===== src/rtl/op_timing_pkg.sv =====
package op_timing_pkg;
   localparam int CLK_W = 6;
   localparam int ADD_W = 5;
   localparam int CNT_W = 2;
   localparam logic [CNT_W-1:0] PF_WORST = 2'h1;
   localparam logic [CNT_W-1:0] CNT_NONE = 2'h0;
   localparam logic [CLK_W-1:0] CLK_NONE = 6'h00;
   localparam logic [CLK_W-1:0] CLK_ONE = 6'h01;

   typedef enum logic [4:0] {
      OP_DECIMAL_ADD_WITH_EXTEND = 5'h00,
      OP_DECIMAL_SUBTRACT_WITH_EXTEND = 5'h01,
      OP_BINARY_ADD_WITH_EXTEND = 5'h02,
      OP_BINARY_SUBTRACT_WITH_EXTEND = 5'h03,
      OP_MEMORY_COMPARE_POSTINCREMENT = 5'h04,
      OP_DIGIT_COMPRESS = 5'h05,
      OP_DIGIT_EXPAND = 5'h06,
      OP_ZERO_OPERAND = 5'h07,
      OP_TWOS_COMPLEMENT_OPERAND = 5'h08,
      OP_TWOS_COMPLEMENT_WITH_EXTEND = 5'h09,
      OP_ONES_COMPLEMENT = 5'h0a,
      OP_SIGN_WIDEN = 5'h0b,
      OP_DECIMAL_COMPLEMENT = 5'h0c,
      OP_SET_ON_CONDITION = 5'h0d,
      OP_ATOMIC_TEST_SET = 5'h0e,
      OP_COMPARE_WITH_ZERO = 5'h0f,
      OP_LOGICAL_LEFT_SHIFT = 5'h10,
      OP_LOGICAL_RIGHT_SHIFT = 5'h11,
      OP_ARITH_LEFT_SHIFT = 5'h12,
      OP_ARITH_RIGHT_SHIFT = 5'h13,
      OP_LEFT_ROTATE = 5'h14,
      OP_RIGHT_ROTATE = 5'h15,
      OP_LEFT_ROTATE_THROUGH_EXTEND = 5'h16,
      OP_RIGHT_ROTATE_THROUGH_EXTEND = 5'h17,
      OP_SINGLE_BIT_TEST = 5'h18,
      OP_SINGLE_BIT_TOGGLE = 5'h19,
      OP_SINGLE_BIT_ZERO = 5'h1a,
      OP_SINGLE_BIT_RAISE = 5'h1b
   } op_t;

   // FORM_DYN is a data register with the shift count held in a register
   typedef enum logic [1:0] {
      FORM_REG = 2'h0,
      FORM_DYN = 2'h1,
      FORM_MEM = 2'h2
   } form_t;

   typedef enum logic [1:0] {
      CASE_BEST = 2'h0,
      CASE_CACHE = 2'h1,
      CASE_WORST = 2'h2
   } case_t;

   typedef struct packed {
      op_t op;
      form_t form;
      logic bitnum_from_reg;
      logic overlap;
      logic cache_hit;
      logic [ADD_W-1:0] ea_calc_clk;
      logic [ADD_W-1:0] ea_fetch_clk;
      logic [ADD_W-1:0] imm_fetch_clk;
   } req_t;

   typedef struct packed {
      logic illegal;
      case_t tcase;
      logic [CLK_W-1:0] clocks;
      logic [CNT_W-1:0] reads;
      logic [CNT_W-1:0] prefetches;
      logic [CNT_W-1:0] writes;
   } res_t;

   typedef struct packed {
      logic legal;
      logic [ADD_W-1:0] best;
      logic [ADD_W-1:0] cache;
      logic [ADD_W-1:0] worst;
      logic [CNT_W-1:0] reads;
      logic [CNT_W-1:0] writes;
   } entry_t;
endpackage : op_timing_pkg

===== src/rtl/integer_op_cycle_timing.sv =====
`timescale 1ns/1ps
// Function
// - Every clock total already contains the read, prefetch and write bus cycles it reports.
// - Decimal add/subtract register form takes 4, 4 and 5 clocks, worst adding a prefetch.
// - Decimal add/subtract predecrement form takes 14, 16 and 17 clocks, two reads, one write.
// - Binary add/subtract with extend takes 2/2/3 on registers and 10/12/13 on memory.
// - Postincrement memory compare takes 8, 9 and 10 clocks with two reads and no write.
// - Digit compress 3/6/7, expand 5/8/9 on registers, both 11/13/13 on memory.
// - Zeroing and complements take 0/2/3 on a register and 3/4/6 on memory with one write.
// - Sign widen 1/4/4, decimal complement 6 always, memory test-and-set 12/12/13.
// - Memory zero, set and test-and-set add address calculation; complements, compare with zero, shifts and rotates add address fetch.
// - Register shifts: logical 1/4/4 static, 3/6/6 dynamic, arith left 5/8/8, right 3/6/6.
// - Shift and rotate time never depends on the shift distance.
// - Register rotates take 5/8/8 and rotates through extend take 9/12/12.
// - Memory rotates by one take 7 always, through extend 5/5/6, both directions alike.
// - Memory shifts by one write once: logical and arith right 5/5/6, arith left 6/6/7.
// - Bit ops take 1/4/5 on a register and 4/4/5 on memory, writing once except test.
// - Memory bit ops add immediate fetch for an immediate bit number, else address fetch.
module integer_op_cycle_timing
   import op_timing_pkg::*;
(
   // Clock and reset
   input wire logic clk_i,
   input wire logic resetn_i,
   // Request
   input wire logic req_valid_i,
   input wire req_t req_i,
   output logic req_ready_o,
   // Bus cycle strobes
   output logic rd_strobe_o,
   output logic wr_strobe_o,
   output logic pf_strobe_o,
   // Result
   output logic done_o,
   output res_t res_o
);

   typedef enum logic [1:0] {
      ST_IDLE = 2'b00,
      ST_RUN = 2'b01,
      ST_DONE = 2'b10
   } state_t;

   // Shift distance is deliberately not an input: the table has no count term
   function automatic entry_t lookup(input op_t op, input form_t form);
      logic mem;
      entry_t e;
      mem = (form == FORM_MEM);
      e = '0;
      e.legal = 1'b1;
      unique case (op)
         OP_DECIMAL_ADD_WITH_EXTEND, OP_DECIMAL_SUBTRACT_WITH_EXTEND: begin
            if (mem) e = {1'b1, 5'h0e, 5'h10, 5'h11, 2'h2, 2'h1};
            else e = {1'b1, 5'h04, 5'h04, 5'h05, 2'h0, 2'h0};
         end
         OP_BINARY_ADD_WITH_EXTEND, OP_BINARY_SUBTRACT_WITH_EXTEND: begin
            if (mem) e = {1'b1, 5'h0a, 5'h0c, 5'h0d, 2'h2, 2'h1};
            else e = {1'b1, 5'h02, 5'h02, 5'h03, 2'h0, 2'h0};
         end
         OP_MEMORY_COMPARE_POSTINCREMENT: begin
            e = {mem, 5'h08, 5'h09, 5'h0a, 2'h2, 2'h0};
         end
         OP_DIGIT_COMPRESS: begin
            if (mem) e = {1'b1, 5'h0b, 5'h0d, 5'h0d, 2'h1, 2'h1};
            else e = {1'b1, 5'h03, 5'h06, 5'h07, 2'h0, 2'h0};
         end
         OP_DIGIT_EXPAND: begin
            if (mem) e = {1'b1, 5'h0b, 5'h0d, 5'h0d, 2'h1, 2'h1};
            else e = {1'b1, 5'h05, 5'h08, 5'h09, 2'h0, 2'h0};
         end
         OP_ZERO_OPERAND, OP_TWOS_COMPLEMENT_OPERAND, OP_TWOS_COMPLEMENT_WITH_EXTEND,
         OP_ONES_COMPLEMENT: begin
            if (mem) e = {1'b1, 5'h03, 5'h04, 5'h06, 2'h0, 2'h1};
            else e = {1'b1, 5'h00, 5'h02, 5'h03, 2'h0, 2'h0};
         end
         OP_SIGN_WIDEN: begin
            e = {!mem, 5'h01, 5'h04, 5'h04, 2'h0, 2'h0};
         end
         OP_DECIMAL_COMPLEMENT: begin
            e = {!mem, 5'h06, 5'h06, 5'h06, 2'h0, 2'h0};
         end
         OP_SET_ON_CONDITION: begin
            if (mem) e = {1'b1, 5'h06, 5'h06, 5'h06, 2'h0, 2'h1};
            else e = {1'b1, 5'h01, 5'h04, 5'h04, 2'h0, 2'h0};
         end
         OP_ATOMIC_TEST_SET: begin
            if (mem) e = {1'b1, 5'h0c, 5'h0c, 5'h0d, 2'h1, 2'h1};
            else e = {1'b1, 5'h01, 5'h04, 5'h04, 2'h0, 2'h0};
         end
         OP_COMPARE_WITH_ZERO: begin
            e = {1'b1, 5'h00, 5'h02, 5'h03, 2'h0, 2'h0};
         end
         OP_LOGICAL_LEFT_SHIFT, OP_LOGICAL_RIGHT_SHIFT: begin
            if (mem) e = {1'b1, 5'h05, 5'h05, 5'h06, 2'h0, 2'h1};
            else if (form == FORM_DYN) e = {1'b1, 5'h03, 5'h06, 5'h06, 2'h0, 2'h0};
            else e = {1'b1, 5'h01, 5'h04, 5'h04, 2'h0, 2'h0};
         end
         OP_ARITH_LEFT_SHIFT: begin
            if (mem) e = {1'b1, 5'h06, 5'h06, 5'h07, 2'h0, 2'h1};
            else e = {1'b1, 5'h05, 5'h08, 5'h08, 2'h0, 2'h0};
         end
         OP_ARITH_RIGHT_SHIFT: begin
            if (mem) e = {1'b1, 5'h05, 5'h05, 5'h06, 2'h0, 2'h1};
            else e = {1'b1, 5'h03, 5'h06, 5'h06, 2'h0, 2'h0};
         end
         OP_LEFT_ROTATE, OP_RIGHT_ROTATE: begin
            if (mem) e = {1'b1, 5'h07, 5'h07, 5'h07, 2'h0, 2'h1};
            else e = {1'b1, 5'h05, 5'h08, 5'h08, 2'h0, 2'h0};
         end
         OP_LEFT_ROTATE_THROUGH_EXTEND, OP_RIGHT_ROTATE_THROUGH_EXTEND: begin
            if (mem) e = {1'b1, 5'h05, 5'h05, 5'h06, 2'h0, 2'h1};
            else e = {1'b1, 5'h09, 5'h0c, 5'h0c, 2'h0, 2'h0};
         end
         OP_SINGLE_BIT_TEST: begin
            if (mem) e = {1'b1, 5'h04, 5'h04, 5'h05, 2'h0, 2'h0};
            else e = {1'b1, 5'h01, 5'h04, 5'h05, 2'h0, 2'h0};
         end
         OP_SINGLE_BIT_TOGGLE, OP_SINGLE_BIT_ZERO, OP_SINGLE_BIT_RAISE: begin
            if (mem) e = {1'b1, 5'h04, 5'h04, 5'h05, 2'h0, 2'h1};
            else e = {1'b1, 5'h01, 5'h04, 5'h05, 2'h0, 2'h0};
         end
         default: e.legal = 1'b0;
      endcase
      return e;
   endfunction : lookup

   state_t state_q, state_d;
   res_t res_q, res_d;
   logic [CLK_W-1:0] rem_q, rem_d;
   logic [CNT_W-1:0] rd_left_q, rd_left_d;
   logic [CNT_W-1:0] wr_left_q, wr_left_d;
   logic [CNT_W-1:0] pf_left_q, pf_left_d;

   logic take;
   logic run;
   entry_t ent;
   case_t sel_case;
   logic [ADD_W-1:0] base_clk;
   logic [ADD_W-1:0] addon_clk;
   logic [CLK_W-1:0] total_clk;

   assign take = req_valid_i && (state_q == ST_IDLE);
   assign run = (state_q == ST_RUN);
   assign req_ready_o = (state_q == ST_IDLE);
   assign done_o = (state_q == ST_DONE);
   assign res_o = res_q;

   // Bus cycles are drawn from the counted total, reads first, prefetch last
   assign rd_strobe_o = run && (rd_left_q != CNT_NONE);
   assign wr_strobe_o = run && (rd_left_q == CNT_NONE) && (wr_left_q != CNT_NONE);
   assign pf_strobe_o = run && (rd_left_q == CNT_NONE) && (wr_left_q == CNT_NONE)
      && (pf_left_q != CNT_NONE);

   always_comb begin
      ent = lookup(req_i.op, req_i.form);
      // Overlap beats a cache hit, anything else goes to the external bus
      if (req_i.overlap) sel_case = CASE_BEST;
      else if (req_i.cache_hit) sel_case = CASE_CACHE;
      else sel_case = CASE_WORST;
      unique case (sel_case)
         CASE_BEST: base_clk = ent.best;
         CASE_CACHE: base_clk = ent.cache;
         default: base_clk = ent.worst;
      endcase
      addon_clk = '0;
      if (req_i.form == FORM_MEM) begin
         unique case (req_i.op)
            OP_ZERO_OPERAND, OP_SET_ON_CONDITION, OP_ATOMIC_TEST_SET:
               addon_clk = req_i.ea_calc_clk;
            OP_TWOS_COMPLEMENT_OPERAND, OP_TWOS_COMPLEMENT_WITH_EXTEND, OP_ONES_COMPLEMENT,
            OP_COMPARE_WITH_ZERO, OP_LOGICAL_LEFT_SHIFT, OP_LOGICAL_RIGHT_SHIFT,
            OP_ARITH_LEFT_SHIFT, OP_ARITH_RIGHT_SHIFT, OP_LEFT_ROTATE, OP_RIGHT_ROTATE,
            OP_LEFT_ROTATE_THROUGH_EXTEND, OP_RIGHT_ROTATE_THROUGH_EXTEND:
               addon_clk = req_i.ea_fetch_clk;
            OP_SINGLE_BIT_TEST, OP_SINGLE_BIT_TOGGLE, OP_SINGLE_BIT_ZERO,
            OP_SINGLE_BIT_RAISE: begin
               // Bit number from a register costs an address fetch instead
               if (req_i.bitnum_from_reg) addon_clk = req_i.ea_fetch_clk;
               else addon_clk = req_i.imm_fetch_clk;
            end
            default: addon_clk = '0;
         endcase
      end
      total_clk = {1'b0, base_clk} + {1'b0, addon_clk};
   end

   always_comb begin
      state_d = state_q;
      res_d = res_q;
      rem_d = rem_q;
      rd_left_d = rd_left_q;
      wr_left_d = wr_left_q;
      pf_left_d = pf_left_q;
      unique case (state_q)
         ST_IDLE: begin
            if (take) begin
               res_d.illegal = !ent.legal;
               res_d.tcase = sel_case;
               res_d.clocks = ent.legal ? total_clk : CLK_NONE;
               res_d.reads = ent.legal ? ent.reads : CNT_NONE;
               res_d.writes = ent.legal ? ent.writes : CNT_NONE;
               // Only the worst case pays for the next prefetch
               res_d.prefetches = (ent.legal && sel_case == CASE_WORST) ? PF_WORST : CNT_NONE;
               rem_d = res_d.clocks;
               rd_left_d = res_d.reads;
               wr_left_d = res_d.writes;
               pf_left_d = res_d.prefetches;
               // An illegal pairing or a zero-clock case finishes without running
               state_d = (res_d.clocks == CLK_NONE) ? ST_DONE : ST_RUN;
            end
         end
         ST_RUN: begin
            rem_d = rem_q - CLK_ONE;
            if (rd_strobe_o) rd_left_d = rd_left_q - 2'h1;
            if (wr_strobe_o) wr_left_d = wr_left_q - 2'h1;
            if (pf_strobe_o) pf_left_d = pf_left_q - 2'h1;
            if (rem_q == CLK_ONE) state_d = ST_DONE;
         end
         ST_DONE: state_d = ST_IDLE;
         default: state_d = ST_IDLE;
      endcase
   end

   always_ff @(posedge clk_i or negedge resetn_i) begin
      if (!resetn_i) begin
         state_q <= ST_IDLE;
         res_q <= '0;
         rem_q <= '0;
         rd_left_q <= '0;
         wr_left_q <= '0;
         pf_left_q <= '0;
      end else begin
         state_q <= state_d;
         res_q <= res_d;
         rem_q <= rem_d;
         rd_left_q <= rd_left_d;
         wr_left_q <= wr_left_d;
         pf_left_q <= pf_left_d;
      end
   end

   // Helper counts of issued strobes for the bus-cycle check
   logic [CNT_W-1:0] n_rd_q, n_wr_q, n_pf_q;
   logic [CNT_W-1:0] n_rd_d, n_wr_d, n_pf_d;
   always_comb begin
      n_rd_d = n_rd_q + CNT_W'(rd_strobe_o);
      n_wr_d = n_wr_q + CNT_W'(wr_strobe_o);
      n_pf_d = n_pf_q + CNT_W'(pf_strobe_o);
      if (take) begin
         n_rd_d = '0;
         n_wr_d = '0;
         n_pf_d = '0;
      end
   end

   always_ff @(posedge clk_i or negedge resetn_i) begin
      if (!resetn_i) begin
         n_rd_q <= '0;
         n_wr_q <= '0;
         n_pf_q <= '0;
      end else begin
         n_rd_q <= n_rd_d;
         n_wr_q <= n_wr_d;
         n_pf_q <= n_pf_d;
      end
   end

   bus_cycles_counted_a: assert property (@(posedge clk_i) disable iff (!resetn_i)
      done_o |-> n_rd_q == res_q.reads && n_wr_q == res_q.writes && n_pf_q == res_q.prefetches)
      else $error("bus cycles do not match the reported counts");
   run_length_exact_a: assert property (@(posedge clk_i) disable iff (!resetn_i)
      take && ent.legal && total_clk == 6'h03 |=> run [*3] ##1 done_o)
      else $error("run length differs from the clock total");
   case_select_a: assert property (@(posedge clk_i) disable iff (!resetn_i)
      take && !req_i.overlap && req_i.cache_hit |=> res_q.tcase == CASE_CACHE)
      else $error("cache case not chosen");
   decimal_reg_worst_a: assert property (@(posedge clk_i) disable iff (!resetn_i)
      take && req_i.op == OP_DECIMAL_ADD_WITH_EXTEND && req_i.form == FORM_REG
      && !req_i.overlap && !req_i.cache_hit |=> res_q.clocks == 6'h05 && res_q.prefetches == 2'h1)
      else $error("decimal register worst case wrong");
   decimal_mem_cache_a: assert property (@(posedge clk_i) disable iff (!resetn_i)
      take && req_i.op == OP_DECIMAL_SUBTRACT_WITH_EXTEND && req_i.form == FORM_MEM
      && !req_i.overlap && req_i.cache_hit |=> res_q.clocks == 6'h10 && res_q.reads == 2'h2)
      else $error("decimal memory cache case wrong");
   binary_mem_best_a: assert property (@(posedge clk_i) disable iff (!resetn_i)
      take && req_i.op == OP_BINARY_ADD_WITH_EXTEND && req_i.form == FORM_MEM && req_i.overlap
      |=> res_q.clocks == 6'h0a && res_q.writes == 2'h1)
      else $error("binary memory best case wrong");
   compare_mem_cache_a: assert property (@(posedge clk_i) disable iff (!resetn_i)
      take && req_i.op == OP_MEMORY_COMPARE_POSTINCREMENT && req_i.form == FORM_MEM
      && !req_i.overlap && req_i.cache_hit |=> res_q.clocks == 6'h09 && res_q.writes == 2'h0)
      else $error("memory compare cache case wrong");
   expand_reg_worst_a: assert property (@(posedge clk_i) disable iff (!resetn_i)
      take && req_i.op == OP_DIGIT_EXPAND && req_i.form == FORM_REG
      && !req_i.overlap && !req_i.cache_hit |=> res_q.clocks == 6'h09)
      else $error("digit expand worst case wrong");
   zero_mem_calc_a: assert property (@(posedge clk_i) disable iff (!resetn_i)
      take && req_i.op == OP_ZERO_OPERAND && req_i.form == FORM_MEM && req_i.overlap
      |=> res_q.clocks == 6'h03 + $past(6'(req_i.ea_calc_clk)))
      else $error("zero memory add-on wrong");
   shift_dist_free_a: assert property (@(posedge clk_i) disable iff (!resetn_i)
      take && req_i.op == OP_ARITH_RIGHT_SHIFT && req_i.form != FORM_MEM && req_i.overlap
      |=> res_q.clocks == 6'h03)
      else $error("shift time depends on count form");
   rotx_reg_cache_a: assert property (@(posedge clk_i) disable iff (!resetn_i)
      take && req_i.op == OP_RIGHT_ROTATE_THROUGH_EXTEND && req_i.form == FORM_REG
      && !req_i.overlap && req_i.cache_hit |=> res_q.clocks == 6'h0c)
      else $error("rotate through extend cache case wrong");
   bit_mem_imm_a: assert property (@(posedge clk_i) disable iff (!resetn_i)
      take && req_i.op == OP_SINGLE_BIT_TEST && req_i.form == FORM_MEM && req_i.overlap
      && !req_i.bitnum_from_reg |=> res_q.clocks == 6'h04 + $past(6'(req_i.imm_fetch_clk))
      && res_q.writes == 2'h0)
      else $error("bit test memory timing wrong");

endmodule : integer_op_cycle_timing


===== config.mk =====
export PLATFORM = sky130hd
export DESIGN_NAME = integer_op_cycle_timing
export DESIGN_NICKNAME = d
export VERILOG_FILES = /design/src/rtl/op_timing_pkg.sv /design/src/rtl/integer_op_cycle_timing.sv
export SDC_FILE = /design/constraint.sdc
export NUM_CORES = 1
export LEC_CHECK = 0
export BUFFER_PORTS_ARGS = -buffer_cell sky130_fd_sc_hd__buf_2
export CELL_PAD_IN_SITES_DETAIL_PLACEMENT = 0
export CELL_PAD_IN_SITES_GLOBAL_PLACEMENT = 2
export CORE_MARGIN = 1.5
export CORE_UTILIZATION = 35
export DETAILED_ROUTE_END_ITERATION = 10
export PLACE_DENSITY_LB_ADDON = 0.15
export SLEW_MARGIN = 20
export SYNTH_ARGS = -nofsm -noshare
export SYNTH_HDL_FRONTEND = slang
export SYNTH_SLANG_ARGS = --single-unit

===== constraint.sdc =====
create_clock -name clk_i -period 5.7 [get_ports clk_i]
set_clock_uncertainty 0.2 [all_clocks]
set_input_delay 1.14 -clock clk_i [delete_from_list [all_inputs] [get_ports clk_i]]
set_output_delay 1.14 -clock clk_i [all_outputs]
set_load 0.01 [all_outputs]

---- Word level (Yosys, flattened, before mapping) ----
Index checks and enable logic that the tools add are counted.
operators by class
  add/sub/neg operators ................... 5
  equality and inequality tests ........... 39
  muxes and demuxes ....................... 42
  reduce and logical (&&, ||, !) cells .... 36
operator list
  operator                                             count
  case mux 19 bit (18 select lines)                    1
  two-way mux 18 bit                                   6
  two-way mux 17 bit                                   4
  two-way mux 16 bit                                   4
  equality test 5 bit, second input constant           12
  equality test 5 x 4 -> 1 bit, second input constant  8
  two-way mux 2 bit                                    13
  equality test 5 x 3 -> 1 bit, second input constant  4
  two-way mux 20 bit                                   1
  case mux 1 bit (17 select lines)                     1
  case mux 2 bit (2 select lines)                      4
  case mux 5 bit (3 select lines)                      1
  two-way mux 6 bit                                    2
  case mux 6 bit (2 select lines)                      1
  OR reduction 12 bit                                  1
  OR reduction 2 bit                                   6
  equality test 5 x 2 -> 1 bit, second input constant  2
  two-way mux 5 bit                                    2
  case mux 5 bit (2 select lines)                      1
  AND reduction 3 bit                                  3
  logical NOT 2 bit                                    4
  nonzero test 2 bit                                   4
  OR reduction 4 bit                                   2
  logical AND 1 bit                                    7
  other kinds (15)                                     28
storage, ports and cells
  flip-flop bits (word level) ............. 29
  input port bits ......................... 28
  output and inout port bits .............. 20
  word-level logic and storage cells ...... 133

---- Logic depth before layout (Yosys ltp) ----
  depth after elaboration ................. 11
  mapped depth ............................ 16
  gate-level depth less buffers ........... 15

---- Least setup slack after synthesis ----
OpenSTA, ideal clock, no wires.
  path type ............................... input to register
  start point ............................. in req_i[18] (netlist bit)
  end point ............................... reg rem_q[5]
  setup time .............................. 131 ps
  arrival time ............................ 3746 ps
  data required time ...................... 5369 ps
  path slack .............................. 1623 ps
  cell stages on the path ................. 14
  path buffers ............................ 1
  cells stage by stage .................... inv_1 -> ha_1 -> buf_2 -> and2_1 -> o211ai_1 -> o2111ai_1 -> a2111oi_2 -> a221oi_1 -> ha_1 -> a211oi_1 -> o21bai_1 -> a21oi_1 -> nor2_1 -> or3_1
on the way
  cells in the longest elaborated chain, start to end .. 9
  elaborated cells on any way between the ends .. 26
RTL lines
  element                            line                            source
  from (decl)                        integer_op_cycle_timing.sv:27   input wire req_t req_i,
  equality test 2 x 1 -> 1 bit       integer_op_cycle_timing.sv:95   else if (form == FORM_DYN) e = {1'b1, 5'h03, 5'h06, 5'h06, 2'h0, 2'h0};
  two-way mux 16 bit                 integer_op_cycle_timing.sv:95
  two-way mux 20 bit                 integer_op_cycle_timing.sv:94   if (mem) e = {1'b1, 5'h05, 5'h05, 5'h06, 2'h0, 2'h1};
  case mux 19 bit (18 select lines)  integer_op_cycle_timing.sv:51   unique case (op)
  case mux 5 bit (2 select lines)    integer_op_cycle_timing.sv:160  unique case (sel_case)
  adder 5 x 5 -> 6 bit               integer_op_cycle_timing.sv:184  total_clk = {1'b0, base_clk} + {1'b0, addon_clk};
  two-way mux 6 bit *                integer_op_cycle_timing.sv:199  res_d.clocks = ent.legal ? total_clk : CLK_NONE;
  two-way mux 6 bit *                integer_op_cycle_timing.sv:196  if (take) begin
  case mux 6 bit (2 select lines) *  integer_op_cycle_timing.sv:194  unique case (state_q)
  to (signal assigned)               integer_op_cycle_timing.sv:235  rem_q <= rem_d;
  to (decl)                          integer_op_cycle_timing.sv:129  logic [CLK_W-1:0] rem_q, rem_d;
Mark *: on every way between the ends. The rest lies on a longest branch, timed or not. The select of a mux whose other input is x is not followed.
A chain may end at the register's enable or synchronous reset.

---- Worst setup path in the final report ----
  start point ............................. in req_i[22] (netlist bit)
  end point ............................... reg rem_q[5]
on the way
  cells in the longest elaborated chain, start to end .. 8
  elaborated cells on any way between the ends .. 48
RTL lines
  element                                                                                      line
  equality test 5 x 4 -> 1 bit (tied with other cells)                                         integer_op_cycle_timing.sv:51, integer_op_cycle_timing.sv:167
  OR reduction 4 bit (tied with other cells)                                                   integer_op_cycle_timing.sv:51
  case mux 19 bit (18 select lines) / case mux 5 bit (3 select lines) (equally long branches)  integer_op_cycle_timing.sv:51, integer_op_cycle_timing.sv:167
  case mux 5 bit (2 select lines) / two-way mux 5 bit (equally long branches)                  integer_op_cycle_timing.sv:160, integer_op_cycle_timing.sv:166
  adder 5 x 5 -> 6 bit                                                                         integer_op_cycle_timing.sv:184
  two-way mux 6 bit *                                                                          integer_op_cycle_timing.sv:199
  two-way mux 6 bit *                                                                          integer_op_cycle_timing.sv:196
  case mux 6 bit (2 select lines) *                                                            integer_op_cycle_timing.sv:194
Marks and branches as above.

==> flow_summary.toml <==
[synth]
yosysWarnings = 0
syn_inst = 329
async_flop_share_pct = 100
avgSynthCellArea_um2 = 7.93
synth_top_area_cell = "dfrtp_1"
yosysUniqueCellTypes = 72
synth_area_mm2 = 0.00261
synth-seq-cells = 27
yosysTopAreaCellShare_pct = 25.9
synth.area.top_cells = "dfrtp_1 (26%), ha_1 (5.8%), nand2_1 (5.6%), o21ai_0 (5.0%), nor2_1 (3.2%)"
synth_ff_type = "dfrtp_1"
synth_edf_count = 0
synth-seq-area-share_pct = 25.9

[sta]
relSlewSlack_pct = 40.4
timing.fmax_ghz = 0.223
fin_crit_ns = 4.48
tns_ns = 0
finalSetupViolCount = 0
hold_ws_ns = 0.280
grt_setup_unrepaired = "no"
worst_slew_pin_slew_ns = 0.893
finalCritPeriodShare_pct = 78.7
finalHoldViolations = 0
report.final.slew_viol_count = 0

[finish]
final_common_cell = "buf_2"
multi_input_area_mm2 = 0.00170
seq_area_um2 = 676
mostFrequentLayoutCells = "buf_2 (45), nand2_1 (39), dfrtp_1 (27)"
insertedDiodeCount = 0
nets = 395
fin_area_mm2 = 0.00286
fillers = 804
drive_above_1_share_pct = 17.8
area_growth_pct = 9.73

[clocking]
cts_setup_buffers = 0
cts_hold_buf = 0
cts_buffers = 3
clk_pin_slew_ns = 0.09
cts_tree = "done"
clock_latency_ns = 0.28
cts-htree-levels = 1
post_cts_resized = 0
clk_path_buf_depth = 2
cts_sinks = 27
cts_root_buf = "clkbuf_8"

[detailed_routing]
route.met3.wl_um = 292
drc_errors = 0
wl_met1_um = 3480
dr.pass1.iters = 6
route.met2.wl_um = 3260
drt-initial-drc-count = 125
top_layer = "met4"
drt-wirelength-per-cell_um = 16.0
via_count = 2558
routed_via_density = 5.66
detail-route-antenna-nets = 0
wl_um = 7210

[floorplan]
die_w_um = 89.4
die_area_mm2 = 0.00798
die_h_um = 89.4
initial_core_util_pct = 36.2
io-pin-count = 48
rows = 31
core_mm2 = 0.00721

[power]
p_leak_uw = 0.00130
peakVddDrop_uv = 126
power.density_mw_per_mm2 = 311

[placed_design]
post-dp-hpwl_um = 5230
routabilityCongestion = 0.801
portBuffers = 45
placed_cell_area_mm2 = 0.00282

[global_route]
grt_max_degree = 40
overflow = 0
grt_pass1_wl_um = 11500
grt_usage_pct = 18.3
antenna_found_initial = 0
grt_pass1_vias = 2297

[critical_path]
cpPeakStageDelay_ns = 0.50
cp-end-kind = "flip-flop"
worstSetupPathType = "in2reg"
worstPathArrival_ns = 4.44
required_ns = 5.66
start_kind = "primary input"
worstPathMaxFanout = 39
critical-path-slowest-cell = "buf_2"
crit_chain = "buf_2 > mux2_4 > a32oi_1 > nand4_1 > a2111oi_2 > a221oi_1 > ha_1 > a211oi_1 > o21bai_1 > a21oi_1 > nor2_1 > or3_1"

[outcome]
outcome = "completed"

[hold_path]
hp-class = "reg2reg"

[flow_run]
drv_cap = 0
-- registers in the layout, summed over array words and instances, names as in the netlist --
register / cells
res_o: 13
rem_q: 6
wr_left_q: 2
pf_left_q: 2
rd_left_q: 2
state_q: 2
-- worst max-delay path: cells and delay by family --
kind            cells  cell delay (ns)
compound gates      6             1.46
simple gates        3             0.65
mux                 1             0.35
fa+ha+maj           1             0.34
buf+inv             1             0.50
-- kinds of logic (layout without fill, tap and decap cells) --
| kind of cell | Yosys count | after routing | share of synthesized area, % |
|---|---|---|---|
| buffers and inverters | 48 | 71 | 9.25 |
| muxes | 4 | 4 | 1.77 |
| DFF | 27 | 27 | 25.9 |
| and+or+nand+nor | 118 | 118 | 23.3 |
| adders and majority gates | 14 | 14 | 6.90 |
| xor gates and xnor gates | 4 | 4 | 1.63 |
| AOI/OAI and AO/OA | 113 | 113 | 31.1 |
| other | 1 | 2 | 0.144 |
-- synthesized netlist by cell type (3+ instances only) --
master,n
nand2_1,39
dfrtp_1,27
o21ai_0,26
nor2_1,22
inv_1,17
buf_2,13
a21oi_1,12
ha_1,12
nand3_1,9
nand2b_1,8
o211ai_1,8
a31oi_1,7
clkbuf_1,7
nor3_1,7
and2_1,6
buf_4,6
nor2b_1,6
a21o_1,5
o22ai_1,5
a222oi_1,4
a32oi_1,4
o2111ai_1,4
o221ai_1,4
buf_6,3
nor4_1,3
o21a_1,3
xor2_1,3
-- routing by layer --
metal / GRT usage, % / vias to the layer above
met5: 0 / -
met3: 1.20 / 13
li1: - / 1270
met1: 26.1 / 1198
met4: 6.71 / 0
met2: 29.1 / 77
-- area by class of cell --
cell class,count,share of cell area [%]
clock buffers,4,1.57
inverters,18,2.36
multi-input cells,255,59.2
flip-flops and latches,27,23.6
well taps,99,4.33
repair buffers,49,8.91
-- power by group --
| group | internal, uW | leakage (uW) | switching, uW |
|---|---|---|---|
| combinational | 185 | 0.000932 | 269 |
| sequential | 269 | 0.000347 | 57.2 |
| clock | 50.2 | 0.0000228 | 60.1 |
| total | 504 | 0.00130 | 386 |
-- stage by stage --
step / worst slack [ns] / std cells / total power (uW) / utilization, %
global placement: 0.945 / 448 / 781 / 39.1
CTS: 1.23 / 452 / 899 / 39.7
detailed placement: 0.946 / 448 / 786 / 39.1
finish: 1.22 / 452 / 891 / 39.7
floorplan: 1.62 / 330 / 654 / -
global route: 0.934 / 452 / 980 / 39.7
-- worst paths after layout --
path                                  from   endpoint  slack (ns)  depth (start not counted)
max in group asynchronous         resetn_i   rem_q[0]        4.23                          1
worst max register to register  state_q[0]   rem_q[5]        3.54                          4
min in group asynchronous         resetn_i   res_o[4]        0.67                          1
worst min register to register   res_o[11]  res_o[11]        0.28                          1
worst min-delay path             res_o[11]  res_o[11]        0.28                          1
worst max-delay path             req_i[22]   rem_q[5]        1.22                         12
No activity file was read; power rests on OpenSTA's default activity.
